**src/ddrsub_cfg.svh**
```systemverilog
/*
 * Offsets, field positions, reset values and decode constants of the
 * DRAM subsystem control block.
 * Assumes byte addresses on a 32-bit APB with one register per word.
 */
`ifndef DDRSUB_CFG_SVH
`define DDRSUB_CFG_SVH

// ----------------------------------------------------------------------
// Register byte addresses
// ----------------------------------------------------------------------
`define DDRSUB_CTRL0_ADDR 32'h100b0000
`define DDRSUB_BSTLEN_ADDR 32'h100b004c
`define DDRSUB_RMW_ADDR 32'h100b0054
`define DDRSUB_INTLV_ADDR 32'h100b01e0
`define DDRSUB_STATUS_ADDR 32'h100b0210
`define DDRSUB_MASK_ADDR 32'h100b0220
`define DDRSUB_BLK_LO_ADDR 32'h100b8000
`define DDRSUB_BLK_HI_ADDR 32'h100b8004

// ----------------------------------------------------------------------
// Field positions
// ----------------------------------------------------------------------
`define DDRSUB_START_BIT 0
`define DDRSUB_CLASS_LSB 8
`define DDRSUB_BSTLEN_LSB 16
`define DDRSUB_RMW_BIT 0
`define DDRSUB_INTLV_BIT 16
`define DDRSUB_CMD_ERR_BIT 7
`define DDRSUB_INIT_DONE_BIT 8
`define DDRSUB_BLK_EN_LSB 24

// ----------------------------------------------------------------------
// Reset and decode values
// ----------------------------------------------------------------------
`define DDRSUB_BSTLEN_RST 3'h2
`define DDRSUB_BSTLEN_BL1 3'h1
`define DDRSUB_BSTLEN_BL2 3'h2
`define DDRSUB_BSTLEN_BL4 3'h3
`define DDRSUB_BLK_EN_VAL 4'hf
`define DDRSUB_DRAM_BASE 38'h0080000000
`define DDRSUB_DRAM_TOP 38'h1f7fffffff

`endif

```
**src/ddrsub_pkg.sv**
```systemverilog
/*
 * Types of the DRAM subsystem control block.
 * Assumes nothing beyond the constants header.
 */
package ddrsub_pkg;

    typedef enum logic [1:0] {CAL_IDLE, CAL_RUN, CAL_DONE} ddrsub_cal_e;

    typedef struct packed {
        logic [2:0] bstlen;
        logic [3:0] beats;
        logic rmw;
        logic intlv_dis;
        logic start;
        logic [3:0] dram_class;
        logic [31:0] status;
        logic [31:0] mask;
        logic [53:0] blk_addr;
        logic [3:0] blk_en;
        logic blk_lock;
        ddrsub_cal_e cal;
        logic cal_start;
        logic pready;
        logic pslverr;
        logic [31:0] prdata;
        logic irq;
        logic fwd;
        logic [37:0] fwd_addr;
        logic err;
    } ddrsub_state_s;

endpackage

```
**src/ddrsub_ctrl.sv**
```systemverilog
/*
 * DRAM subsystem control: configuration registers, interrupt causes,
 * calibration start sequencing and the address-limit blocker, reached
 * over an APB slave.
 * Assumes boot software performs the clock, reset and PHY set-up steps
 * and that the PHY reports calibration completion on CAL_DONE_IN.
 */
// Notes on behaviour
// - Burst code at bits 18:16, resets to 2; 1,2,3 mean 1,2,4 beats.
// - Bit 0 of rmw register enables optimised read-modify-write; resets 0.
// - Bit 16 disables read interleave; software must set it.
// - Cause bit 7 rises on a command channel error; resets 0.
// - Cause bit 8 rises when calibration and training complete.
// - 32-bit mask, one bit per cause, set bit suppresses; resets 0.
// - DRAM appears from the given base; accesses forwarded to memory.
// - Writing 1 to start begins calibration and training.
// - Enable 0xF at bits 59:56 with top word address enables accesses.
// - Blocker set once after reset; rejects accesses beyond attached DRAM.
// - Start field is bit 0 of control register 0, resets to zero.
`include "ddrsub_cfg.svh"

module ddrsub_ctrl
(
    // Clock, reset, enable
    input wire logic CLK_IN,
    input wire logic ARST_N_IN,
    input wire logic CE_IN,
    // APB slave
    input wire logic PSEL_IN,
    input wire logic PENABLE_IN,
    input wire logic PWRITE_IN,
    input wire logic [31:0] PADDR_IN,
    input wire logic [31:0] PWDATA_IN,
    output logic [31:0] PRDATA_OUT,
    output logic PREADY_OUT,
    output logic PSLVERR_OUT,
    // Controller events and configuration
    input wire logic CMD_ERR_IN,
    input wire logic CAL_DONE_IN,
    output logic CAL_START_OUT,
    output logic [2:0] BSTLEN_OUT,
    output logic [3:0] BURST_BEATS_OUT,
    output logic RMW_OPT_OUT,
    output logic RD_INTLV_DIS_OUT,
    output logic IRQ_OUT,
    // Memory access gate
    input wire logic MEM_REQ_IN,
    input wire logic [37:0] MEM_ADDR_IN,
    output logic MEM_FWD_OUT,
    output logic [37:0] MEM_FWD_ADDR_OUT,
    output logic MEM_ERR_OUT
);
    import ddrsub_pkg::*;

    localparam ddrsub_state_s RST_STATE = '{
        bstlen: `DDRSUB_BSTLEN_RST,
        beats: 4'h2,
        rmw: 1'b0,
        intlv_dis: 1'b0,
        start: 1'b0,
        dram_class: 4'h0,
        status: 32'h0,
        mask: 32'h0,
        blk_addr: 54'h0,
        blk_en: 4'h0,
        blk_lock: 1'b0,
        cal: CAL_IDLE,
        cal_start: 1'b0,
        pready: 1'b0,
        pslverr: 1'b0,
        prdata: 32'h0,
        irq: 1'b0,
        fwd: 1'b0,
        fwd_addr: 38'h0,
        err: 1'b0
    };

    ddrsub_state_s q;
    ddrsub_state_s next_q;

    logic apb_done;
    logic wr;
    logic blk_on;
    logic init_done;
    logic in_window;
    logic below_limit;
    logic [31:0] rd_val;
    logic rd_hit;

    assign apb_done = PSEL_IN && PENABLE_IN && q.pready;
    assign wr = apb_done && PWRITE_IN;
    assign blk_on = (q.blk_en == `DDRSUB_BLK_EN_VAL);
    assign init_done = q.status[`DDRSUB_INIT_DONE_BIT];
    assign in_window = (MEM_ADDR_IN >= `DDRSUB_DRAM_BASE)
        && (MEM_ADDR_IN <= `DDRSUB_DRAM_TOP);
    assign below_limit = ({18'h0, MEM_ADDR_IN[37:2]} <= q.blk_addr);

    // ------------------------------------------------------------------
    // Read decode
    // ------------------------------------------------------------------
    always_comb
    begin
        rd_val = 32'h0;
        rd_hit = 1'b1;
        unique case (PADDR_IN)
            `DDRSUB_CTRL0_ADDR:
            begin
                rd_val[`DDRSUB_START_BIT] = q.start;
                rd_val[`DDRSUB_CLASS_LSB +: 4] = q.dram_class;
            end
            `DDRSUB_BSTLEN_ADDR:
                rd_val[`DDRSUB_BSTLEN_LSB +: 3] = q.bstlen;
            `DDRSUB_RMW_ADDR:
                rd_val[`DDRSUB_RMW_BIT] = q.rmw;
            `DDRSUB_INTLV_ADDR:
                rd_val[`DDRSUB_INTLV_BIT] = q.intlv_dis;
            `DDRSUB_STATUS_ADDR:
                rd_val = q.status;
            `DDRSUB_MASK_ADDR:
                rd_val = q.mask;
            `DDRSUB_BLK_LO_ADDR:
                rd_val = q.blk_addr[31:0];
            `DDRSUB_BLK_HI_ADDR:
            begin
                rd_val[21:0] = q.blk_addr[53:32];
                rd_val[`DDRSUB_BLK_EN_LSB +: 4] = q.blk_en;
            end
            default:
                rd_hit = 1'b0;
        endcase
    end

    // ------------------------------------------------------------------
    // Next state
    // ------------------------------------------------------------------
    always_comb
    begin
        next_q = q;
        // One wait state, then the access completes
        next_q.pready = PSEL_IN && PENABLE_IN && !q.pready;
        next_q.pslverr = PSEL_IN && PENABLE_IN && !q.pready && !rd_hit;
        next_q.prdata = (PSEL_IN && PENABLE_IN && !q.pready && !PWRITE_IN)
            ? rd_val : 32'h0;

        if (wr)
        begin
            unique case (PADDR_IN)
                `DDRSUB_CTRL0_ADDR:
                begin
                    next_q.start = PWDATA_IN[`DDRSUB_START_BIT];
                    next_q.dram_class = PWDATA_IN[`DDRSUB_CLASS_LSB +: 4];
                end
                `DDRSUB_BSTLEN_ADDR:
                    next_q.bstlen = PWDATA_IN[`DDRSUB_BSTLEN_LSB +: 3];
                `DDRSUB_RMW_ADDR:
                    next_q.rmw = PWDATA_IN[`DDRSUB_RMW_BIT];
                `DDRSUB_INTLV_ADDR:
                    next_q.intlv_dis = PWDATA_IN[`DDRSUB_INTLV_BIT];
                `DDRSUB_MASK_ADDR:
                    next_q.mask = PWDATA_IN;
                `DDRSUB_BLK_LO_ADDR:
                begin
                    if (!q.blk_lock)
                        next_q.blk_addr[31:0] = PWDATA_IN;
                end
                `DDRSUB_BLK_HI_ADDR:
                begin
                    // Enable field may be set only once after reset
                    if (!q.blk_lock)
                    begin
                        next_q.blk_addr[53:32] = PWDATA_IN[21:0];
                        next_q.blk_en = PWDATA_IN[`DDRSUB_BLK_EN_LSB +: 4];
                        next_q.blk_lock = (PWDATA_IN[`DDRSUB_BLK_EN_LSB +: 4]
                            == `DDRSUB_BLK_EN_VAL);
                    end
                end
                default:
                begin
                end
            endcase
        end

        // Burst code decode
        unique case (next_q.bstlen)
            `DDRSUB_BSTLEN_BL1: next_q.beats = 4'h1;
            `DDRSUB_BSTLEN_BL2: next_q.beats = 4'h2;
            `DDRSUB_BSTLEN_BL4: next_q.beats = 4'h4;
            default: next_q.beats = 4'h0;
        endcase

        // Calibration sequencing
        unique case (q.cal)
            CAL_IDLE:
            begin
                if (wr && PADDR_IN == `DDRSUB_CTRL0_ADDR
                    && PWDATA_IN[`DDRSUB_START_BIT])
                    next_q.cal = CAL_RUN;
            end
            CAL_RUN:
            begin
                if (CAL_DONE_IN)
                begin
                    next_q.cal = CAL_DONE;
                    next_q.status[`DDRSUB_INIT_DONE_BIT] = 1'b1;
                end
            end
            CAL_DONE:
            begin
            end
            default:
                next_q.cal = CAL_IDLE;
        endcase
        next_q.cal_start = (next_q.cal == CAL_RUN);

        if (CMD_ERR_IN)
            next_q.status[`DDRSUB_CMD_ERR_BIT] = 1'b1;
        next_q.irq = |(next_q.status & ~next_q.mask);

        // Memory access gate
        next_q.fwd = MEM_REQ_IN && in_window && init_done && blk_on
            && below_limit;
        next_q.err = MEM_REQ_IN && !next_q.fwd;
        next_q.fwd_addr = next_q.fwd ? MEM_ADDR_IN : q.fwd_addr;
    end

    // ------------------------------------------------------------------
    // State register
    // ------------------------------------------------------------------
    always_ff @(posedge CLK_IN or negedge ARST_N_IN)
    begin
        if (!ARST_N_IN)
            q <= RST_STATE;
        else if (CE_IN)
            q <= next_q;
    end

    assign PRDATA_OUT = q.prdata;
    assign PREADY_OUT = q.pready;
    assign PSLVERR_OUT = q.pslverr;
    assign CAL_START_OUT = q.cal_start;
    assign BSTLEN_OUT = q.bstlen;
    assign BURST_BEATS_OUT = q.beats;
    assign RMW_OPT_OUT = q.rmw;
    assign RD_INTLV_DIS_OUT = q.intlv_dis;
    assign IRQ_OUT = q.irq;
    assign MEM_FWD_OUT = q.fwd;
    assign MEM_FWD_ADDR_OUT = q.fwd_addr;
    assign MEM_ERR_OUT = q.err;
endmodule

```
**config.mk**
```make
export PLATFORM = sky130hd
export DESIGN_NAME = ddrsub_ctrl
export DESIGN_NICKNAME = d
export VERILOG_FILES = /design/src/ddrsub_pkg.sv /design/src/ddrsub_ctrl.sv
export VERILOG_INCLUDE_DIRS = /design/src
export SDC_FILE = /design/constraint.sdc
export NUM_CORES = 1
export LEC_CHECK = 0
export ABC_CLOCK_PERIOD_IN_PS = 2790
export BUFFER_PORTS_ARGS = -buffer_cell sky130_fd_sc_hd__buf_4
export CORE_ASPECT_RATIO = 2
export CORE_MARGIN = 1.5
export CORE_UTILIZATION = 30
export CTS_CLUSTER_DIAMETER = 50
export DETAILED_ROUTE_END_ITERATION = 7
export PLACE_DENSITY = 0.57
export SYNTH_ARGS = -nofsm -noshare
export SYNTH_HDL_FRONTEND = slang
export SYNTH_SLANG_ARGS = --single-unit
```
**constraint.sdc**
```tcl
create_clock -name CLK_IN -period 2.79 [get_ports CLK_IN]
set_input_delay 0.558 -clock CLK_IN [delete_from_list [all_inputs] [get_ports CLK_IN]]
set_output_delay 0.558 -clock CLK_IN [all_outputs]
set_load 0.02 [all_outputs]
```
==> impl_summary.log, run 1 <==
INFO  metric place.gp.congestion = 0.810
INFO  metric design.die.area = 32,200 sq um
INFO  metric num-fill-cells = 2,998
INFO  metric utilization = 37.9%
INFO  metric grt.total_usage = 17.4%
INFO  metric synth.ff_latch_count = 184
INFO  metric final.period_utilization = 97.1%
INFO  metric avgRoutedWirePerCell = 20.4 um
INFO  metric synth_adder_area_share = 4.83%
INFO  metric timing.critical_path.required = 3130 ps
INFO  metric placement.io_buffers = 194
INFO  metric start_util = 30.4%
INFO  metric nNetsFinal = 1,090
INFO  metric coreArea = 30,700 sq um
INFO  metric netlist_instances = 800
INFO  metric setup_repair_after_global_routing_missed_its_margin = no
INFO  metric synthSimpleGateAreaFrac = 8.43%
INFO  metric synth_async_sr_flop_share = 100%
INFO  metric clock_path_buffers = 2
INFO  metric synth_compound_area_share = 10.9%
INFO  metric clk_root_buf = sky130_fd_sc_hd__clkbuf_16
INFO  metric yosysTopAreaCell = sky130_fd_sc_hd__dfrtp_1
INFO  metric final-setup-viol-count = 0
INFO  metric design_area = 11,600 sq um
INFO  metric path_class = register to register
INFO  metric worst_hold_startpoint = CMD_ERR_IN
INFO  metric grt_pass1_wl = 41,100 um
INFO  metric io-pin-count = 196
INFO  metric fin_setup_tns = 0 ps
INFO  metric synth.net_count = 947
INFO  metric grt_start_max_net_pins = 52
INFO  metric static-leakage-power = 5.59 nW
INFO  metric relSlewSlack = 54.2%
INFO  metric finish.cell_count_without_fillers = 1,328
INFO  metric drtAntennaViolNets = 0
INFO  metric remaining_drc_errors = 0
INFO  metric timing.final.max_slew_violations = 0
INFO  metric synthDistinctLibCells = 56
INFO  metric detailroute.via_count = 6,672
INFO  metric worstSkewPairLatency = 450 ps
INFO  metric ys.warnings.count = 0
INFO  metric cell_area_after_synthesis = 9330 sq um
INFO  metric number_of_diodes = 0
INFO  metric place_area = 11,000 sq um
INFO  metric cp-startpoint = q[101]$_DFFE_PN0P_
INFO  metric synthTopCellsByCount = sky130_fd_sc_hd__dfrtp_1 (182), sky130_fd_sc_hd__mux2_2 (136), sky130_fd_sc_hd__buf_4 (77)
INFO  metric cts.reportedPaths.clkPinSlew = 70 ps
INFO  metric yosysMostFrequentCell = sky130_fd_sc_hd__dfrtp_1
INFO  metric drive_gt1_share = 44.6%
INFO  metric synth_enable_flop_cells = 0
INFO  metric htreeDepth = 4
INFO  metric cts-buffers-inserted = 17
INFO  metric post-synth-top-area-fraction = 48.8%
INFO  metric layout_min_cycle_time = 2710 ps
INFO  metric route.final.wire_length = 27,100 um
INFO  metric synth.mux.area_fraction = 16.8%
INFO  metric run_status = finished clean
INFO  metric place.detailed.instances = 1,294
INFO  metric antenna_found_initial = 0
INFO  metric holdCritPathClass = primary input to register
INFO  metric place_hpwl = 20,800 um
INFO  metric yosysSeqAreaShare = 49.4%
INFO  metric tightest_slew = 686 ps
INFO  metric clock-skew-final = 10.1 ps
INFO  metric drt_pass_1_iters = 5
INFO  metric critical_path_startpoint_category = register
INFO  metric timing.max_cap.violations = 0
INFO  metric dieHeight = 252 um
INFO  metric synth_top_family_by_area = multiplexers
INFO  metric postSynthAreaPerCell = 11.7 sq um
INFO  metric synth_xor_xnor_area_share = 0%
INFO  metric reg2reg_from = q[101]$_DFFE_PN0P_
INFO  metric power_density = 486 nW/um^2
INFO  metric peakVddDrop = 484 uV
INFO  metric area_growth = 24.7%
INFO  metric cts.sink_count = 184
INFO  metric synth.top_cells.by_area = sky130_fd_sc_hd__dfrtp_1 (49%), sky130_fd_sc_hd__mux2_2 (16%), sky130_fd_sc_hd__buf_4 (6.2%)
INFO  metric die_width = 128 um
INFO  metric endpoint_class_of_the_critical_path = register
INFO  metric tritoncts = yes
INFO  metric dr.first_iter.drc_count = 298
INFO  metric dominantRegCellSynth = sky130_fd_sc_hd__dfrtp_1
INFO  metric crit_fanout = 39
INFO  metric globalRoute.totalOverflow = 0
INFO  metric critPathArrivalTime = 3050 ps
INFO  metric hold_viol_final = 0
INFO  metric fp-row-count = 91
INFO  metric grt_pass1_vias = 7,050
INFO  metric max_freq = 369 MHz
INFO  metric detail_route.vias_per_cell = 5.02
[layer usage]
layer | GRT usage (%) | vias up | part of all wire (%)
met1 | 17.0 | 3350 | 34
met2 | 32.9 | 154 | 57
li1 | - | 3106 | -
met3 | 3.47 | 62 | 3.5
met4 | 10.8 | 0 | 5.3
met5 | 0 | - | 0
[per-stage QoR]
step | hold WS (ps) | setup slack (ps) | power [mW]
2_1_floorplan | 262 | -101 | 2.85
3_3_place_gp | 461 | -230 | 3.13
3_5_place_dp | 466 | -227 | 3.14
4_1_cts | 299 | 7.43 | 5.73
5_1_grt | 308 | 1.75 | 5.87
6_report | 319 | 81.4 | 5.65
[placed cells by master (no fill, tap or decap), types with 7 or more instances in the layout]
cell type	count
sky130_fd_sc_hd__nand2_1	45
sky130_fd_sc_hd__ha_1	36
sky130_fd_sc_hd__o2bb2ai_1	34
sky130_fd_sc_hd__a21oi_1	16
sky130_fd_sc_hd__and4_1	7
sky130_fd_sc_hd__buf_4	224
sky130_fd_sc_hd__o21ai_0	40
sky130_fd_sc_hd__inv_1	36
sky130_fd_sc_hd__mux2_2	136
sky130_fd_sc_hd__a22oi_1	24
sky130_fd_sc_hd__clkbuf_16	17
sky130_fd_sc_hd__dfrtp_1	182
sky130_fd_sc_hd__nor4_1	9
sky130_fd_sc_hd__nor2_1	18
sky130_fd_sc_hd__nand4_1	8
sky130_fd_sc_hd__buf_12	11
sky130_fd_sc_hd__nand3_1	10
[worst paths after layout]
check | endpoint | slack [ps] | cells past startpoint
min reg2reg | q[176]$_DFFE_PN0P_ | 480 | 1
min in group asynchronous | MEM_FWD_ADDR_OUT[22]$_DFFE_PN0P_ | 560 | 2
min | q[176]$_DFFE_PN0P_ | 320 | 2
max reg2reg | MEM_FWD_ADDR_OUT[18]$_DFFE_PN0P_ | 80 | 10
max | MEM_FWD_ADDR_OUT[18]$_DFFE_PN0P_ | 80 | 10
max in group asynchronous | q[89]$_DFFE_PN0P_ | 1450 | 3
[layout make-up]
| cell class | count | area, sq um | share of cell area, % |
|---|---|---|---|
| Clock inverter | 13 | 168 | 1.44 |
| Inverter | 42 | 158 | 1.35 |
| Clock buffer | 19 | 453 | 3.89 |
| Timing Repair Buffer | 237 | 1930 | 16.5 |
| Tap cell | 372 | 465 | 4.00 |
| Sequential cell | 184 | 4610 | 39.6 |
| Multi-Input combinational cell | 461 | 3860 | 33.2 |
[where the power goes]
| group | leakage [nW] | internal, mW | switching [mW] |
|---|---|---|---|
| Sequential | 2.55 | 2.68 | 0.00729 |
| Combinational | 2.74 | 0.177 | 0.220 |
| Clock | 0.306 | 1.47 | 1.10 |
| Total | 5.59 | 4.32 | 1.33 |
[critical path: stages, from the launching register on]
cell and delay [ps]:
sky130_fd_sc_hd__dfrtp_1 370, sky130_fd_sc_hd__inv_1 160, sky130_fd_sc_hd__ha_1 260, sky130_fd_sc_hd__and4_1 220, sky130_fd_sc_hd__and4_1 180, sky130_fd_sc_hd__o31ai_1 80
sky130_fd_sc_hd__o211ai_1 230, sky130_fd_sc_hd__a21o_1 220, sky130_fd_sc_hd__a211o_2 350, sky130_fd_sc_hd__buf_12 180, sky130_fd_sc_hd__mux2_2 310
[what timing repair did]
item / 4_1_cts / 5_1_grt
gates resized for setup: 0 / 7
buffers inserted: 0 / 1
hold buffers: 1 / 0
endpoints found under the setup margin: 0 / 37
hold endpoints to repair: 1 / 0
[logic make-up (layout without fill, tap and decap cells)]
logic type               after synthesis  count (layout)
flip-flops                           184             184
AO/OA/AOI/OAI                        146             146
buffers and inverters                155             311
AND/OR/NAND/NOR                      139             139
adder cells (fa/ha/maj)               36              36
other                                  1               1
multiplexers                         139             139
No activity file was read; power rests on OpenSTA's default activity.
==> run 2: changes to the inputs <==
ABC_AREA = 1   (was default)
MAX_ROUTING_LAYER = met4   (was default)
==> impl_summary.log, run 2 <==
INFO  metric static-leakage-power = 6.25 nW (+12%)
INFO  metric peakVddDrop = 363 uV (-25%)
INFO  metric critical_path_startpoint_category = register
INFO  metric yosysSeqAreaShare = 45.1% (-4.3 points)
INFO  metric postCtsHoldBufs = 0 (-1)
INFO  metric worstSkewPairLatency = 450 ps (about the same)
INFO  metric final-setup-viol-count = 0 (unchanged)
INFO  metric timing.final.max_slew_violations = 0 (unchanged)
INFO  metric io-pin-count = 196 (unchanged)
INFO  metric relSlewSlack = 57.3% (+3.1 points)
INFO  metric hold_viol_final = 0 (unchanged)
INFO  metric htreeDepth = 4 (unchanged)
INFO  metric clk_root_buf = sky130_fd_sc_hd__clkbuf_16
INFO  metric dieHeight = 264 um (+4.6%)
INFO  metric clock-skew-final = 11.2 ps (+1.13 ps)
INFO  metric area_growth = 19.7%
INFO  metric synthTopCellsByCount = sky130_fd_sc_hd__nand2_1 (356), sky130_fd_sc_hd__dfrtp_1 (182), sky130_fd_sc_hd__inv_1 (139)
INFO  metric avgRoutedWirePerCell = 17.5 um (-14%)
INFO  metric holdWs = 93.0 ps (-226 ps)
INFO  metric timing.max_cap.violations = 0 (unchanged)
INFO  metric crit_fanout = 39 (unchanged)
INFO  metric timing.critical_path.required = 3170 ps (+40 ps)
INFO  metric post-synth-top-area-fraction = 44.6% (-4.2 points)
INFO  metric cts.reportedPaths.clkPinSlew = 80 ps (about the same)
INFO  metric cts.sink_count = 184 (unchanged)
INFO  metric synth.net_count = 1,402 (+48%)
INFO  metric coreArea = 33,600 sq um (+9.4%)
INFO  metric num-fill-cells = 3,525 (+18%)
INFO  metric start_util = 30.4% (about the same)
INFO  metric fin_setup_tns = 0 ps (unchanged)
INFO  metric cts_repair_resize_count = 0 (unchanged)
INFO  metric most-common-layout-cells = sky130_fd_sc_hd__nand2_1 (356), sky130_fd_sc_hd__buf_4 (220), sky130_fd_sc_hd__dfrtp_1 (182), sky130_fd_sc_hd__inv_1 (139)
INFO  metric drtAntennaViolNets = 0 (unchanged)
INFO  metric dominantRegCellSynth = sky130_fd_sc_hd__dfrtp_1
INFO  metric ys.warnings.count = 0 (unchanged)
INFO  metric dr.first_iter.drc_count = 522 (+75%)
INFO  metric synth.top_cells.by_area = sky130_fd_sc_hd__dfrtp_1 (45%), sky130_fd_sc_hd__nand2_1 (13%), sky130_fd_sc_hd__buf_4 (5.7%)
INFO  metric place_hpwl = 25,500 um (+23%)
INFO  metric run_status = finished clean
INFO  metric synth.ff_latch_count = 184 (unchanged)
INFO  metric cell_area_after_synthesis = 10,200 sq um (+9.5%)
INFO  metric number_of_post_cts_setup_repair_buffers = 0 (unchanged)
INFO  metric yosysMostFrequentCell = sky130_fd_sc_hd__nand2_1
INFO  metric synth_enable_flop_cells = 0 (unchanged)
INFO  metric cts-buffers-inserted = 17 (unchanged)
INFO  metric fp-row-count = 95 (+4.4%)
INFO  metric place.gp.congestion = 0.886 (+9.4%)
INFO  metric max_freq = 441 MHz (+19%)
INFO  metric setup_repair_after_global_routing_missed_its_margin = no
INFO  metric grt_pass1_wl = 49,700 um (+21%)
INFO  metric path_class = register to register
INFO  metric endpoint_class_of_the_critical_path = register
INFO  metric drt_pass_1_iters = 5 (unchanged)
INFO  metric globalRoute.totalOverflow = 0 (unchanged)
INFO  metric grt_pass1_vias = 8,995 (+28%)
INFO  metric synth_async_sr_flop_share = 100% (unchanged)
INFO  metric remaining_drc_errors = 0 (unchanged)
INFO  metric holdCritPathClass = primary input to async pin
INFO  metric grt_start_max_net_pins = 65 (+25%)
INFO  metric detail_route.vias_per_cell = 4.78 (-4.8%)
INFO  metric antenna_found_initial = 1 (+1)
INFO  metric final.period_utilization = 81.2% (-16 points)
INFO  metric design.die.area = 35,300 sq um (+9.3%)
INFO  metric die_width = 134 um (+4.5%)
INFO  metric tritoncts = yes
INFO  metric layout_min_cycle_time = 2270 ps (-442 ps)
INFO  metric yosysTopAreaCell = sky130_fd_sc_hd__dfrtp_1
INFO  metric power_density = 456 nW/um^2 (-6.1%)
INFO  metric tightest_slew = 640 ps (-46.5 ps)
INFO  metric postSynthAreaPerCell = 8.15 sq um (-30%)
INFO  metric grt.total_usage = 19.1% (+1.7 points)
INFO  metric critPathArrivalTime = 2650 ps (-400 ps)
INFO  metric synthDistinctLibCells = 44 (-21%)
INFO  metric route.final.wire_length = 32,000 um (+18%)
INFO  metric nNetsFinal = 1,523 (+40%)
INFO  metric drive_gt1_share = 22.6% (-22 points)
INFO  metric placement.io_buffers = 194 (unchanged)
INFO  metric netlist_instances = 1,255 (+57%)
INFO  metric clock_path_buffers = 2 (unchanged)
INFO  metric leading_cell_type_in_the_layout_fill_and_taps_excluded = sky130_fd_sc_hd__nand2_1
INFO  metric detailroute.via_count = 8,737 (+31%)
## run 2: cell count changes in the layout (fill, tap and decap cells not counted), sizes merged, moves of 8 or more
cell	delta
nand3	+62
nand2	+314
inv	+110
nand4	+59
o21ai	+99
a22oi	-24
mux2	-139
nor2	+43
o2bb2ai	-34
buf	-8
## run 2: worst paths after layout
| kind | slack [ps] | depth (start not counted) | from | to |
|---|---|---|---|---|
| worst max-delay path | 520 | 15 | q[96]$_DFFE_PN0P_ | MEM_FWD_ADDR_OUT[5]$_DFFE_PN0P_ |
| worst min-delay path | 90 | 1 | ARST_N_IN | PRDATA_OUT[2]$_DFFE_PN0P_ |
| worst max register to register | 520 | 15 | q[96]$_DFFE_PN0P_ | MEM_FWD_ADDR_OUT[5]$_DFFE_PN0P_ |
| worst min register to register | 470 | 2 | MEM_FWD_ADDR_OUT[4]$_DFFE_PN0P_ | MEM_FWD_ADDR_OUT[4]$_DFFE_PN0P_ |
| max in group asynchronous | 1960 | 2 | ARST_N_IN | BURST_BEATS_OUT[1]$_DFFE_PN1P_ |
| min in group CLK_IN | 360 | 3 | MEM_ADDR_IN[0] | MEM_FWD_ADDR_OUT[0]$_DFFE_PN0P_ |
## run 2: cell type report
| cell class | count | area, sq um | area share (%) |
|---|---|---|---|
| repair buffers | 227 | 1780 | 14.6 |
| inverters | 144 | 541 | 4.42 |
| clock buffers | 17 | 425 | 3.48 |
| multi-input cells | 802 | 4190 | 34.2 |
| well taps | 436 | 546 | 4.46 |
| diodes | 1 | 2.50 | 0.0204 |
| clock inverters | 15 | 148 | 1.21 |
| flip-flops and latches | 184 | 4610 | 37.6 |
## run 2: routing by layer
layer | global-route usage [%] | wire length (um)
met1 | 19.6 | 11700
met4 | 11.2 | 1730
met3 | 2.63 | 1280
met2 | 34.3 | 17200
met5 | - | 0
## run 2: stage by stage
stage / power [mW] / util (%) / cell area [sq um] / std cells / worst slack (ps)
floorplan: 2.95 / - / 10200 / 1255 / 772
global placement: 3.23 / 34.7 / 11700 / 1793 / 380
detailed placement: 3.23 / 34.7 / 11700 / 1793 / 337
CTS: 5.66 / 36.4 / 12200 / 1825 / 476
global route: 5.82 / 36.4 / 12200 / 1826 / 218
finish: 5.58 / 36.4 / 12200 / 1826 / 523
## run 2: worst max-delay path, stage by stage (launching register included)
cell and delay [ps]:
sky130_fd_sc_hd__dfrtp_1 450, sky130_fd_sc_hd__inv_1 140, sky130_fd_sc_hd__ha_1 320, sky130_fd_sc_hd__nand2_1 70, sky130_fd_sc_hd__nor2_1 160, sky130_fd_sc_hd__nand2_1 120
sky130_fd_sc_hd__nor2_1 130, sky130_fd_sc_hd__nand2_1 70, sky130_fd_sc_hd__nand3_1 70, sky130_fd_sc_hd__nand2_1 50, sky130_fd_sc_hd__nand2_1 50, sky130_fd_sc_hd__nand2_1 90
sky130_fd_sc_hd__nand3_2 90, sky130_fd_sc_hd__buf_12 210, sky130_fd_sc_hd__nand2_1 90, sky130_fd_sc_hd__nand2_1 60
## run 2: logic make-up (layout without fill, tap and decap cells)
kind of cell | after synthesis | in the layout | share of synthesized area, %
AOI/OAI and AO/OA | 180 | 180 | 10.3
adders and majority gates | 36 | 36 | 4.41
buffers and inverters | 269 | 403 | 14.1
DFF | 184 | 184 | 45.1
and+or+nand+nor | 585 | 585 | 26.1
other | 1 | 2 | 0.0367
## run 2: power by group
group          internal [mW]  switching [mW]
Combinational          0.188           0.286
Sequential              2.68          0.0162
Clock                   1.20            1.21
Total                   4.07            1.51
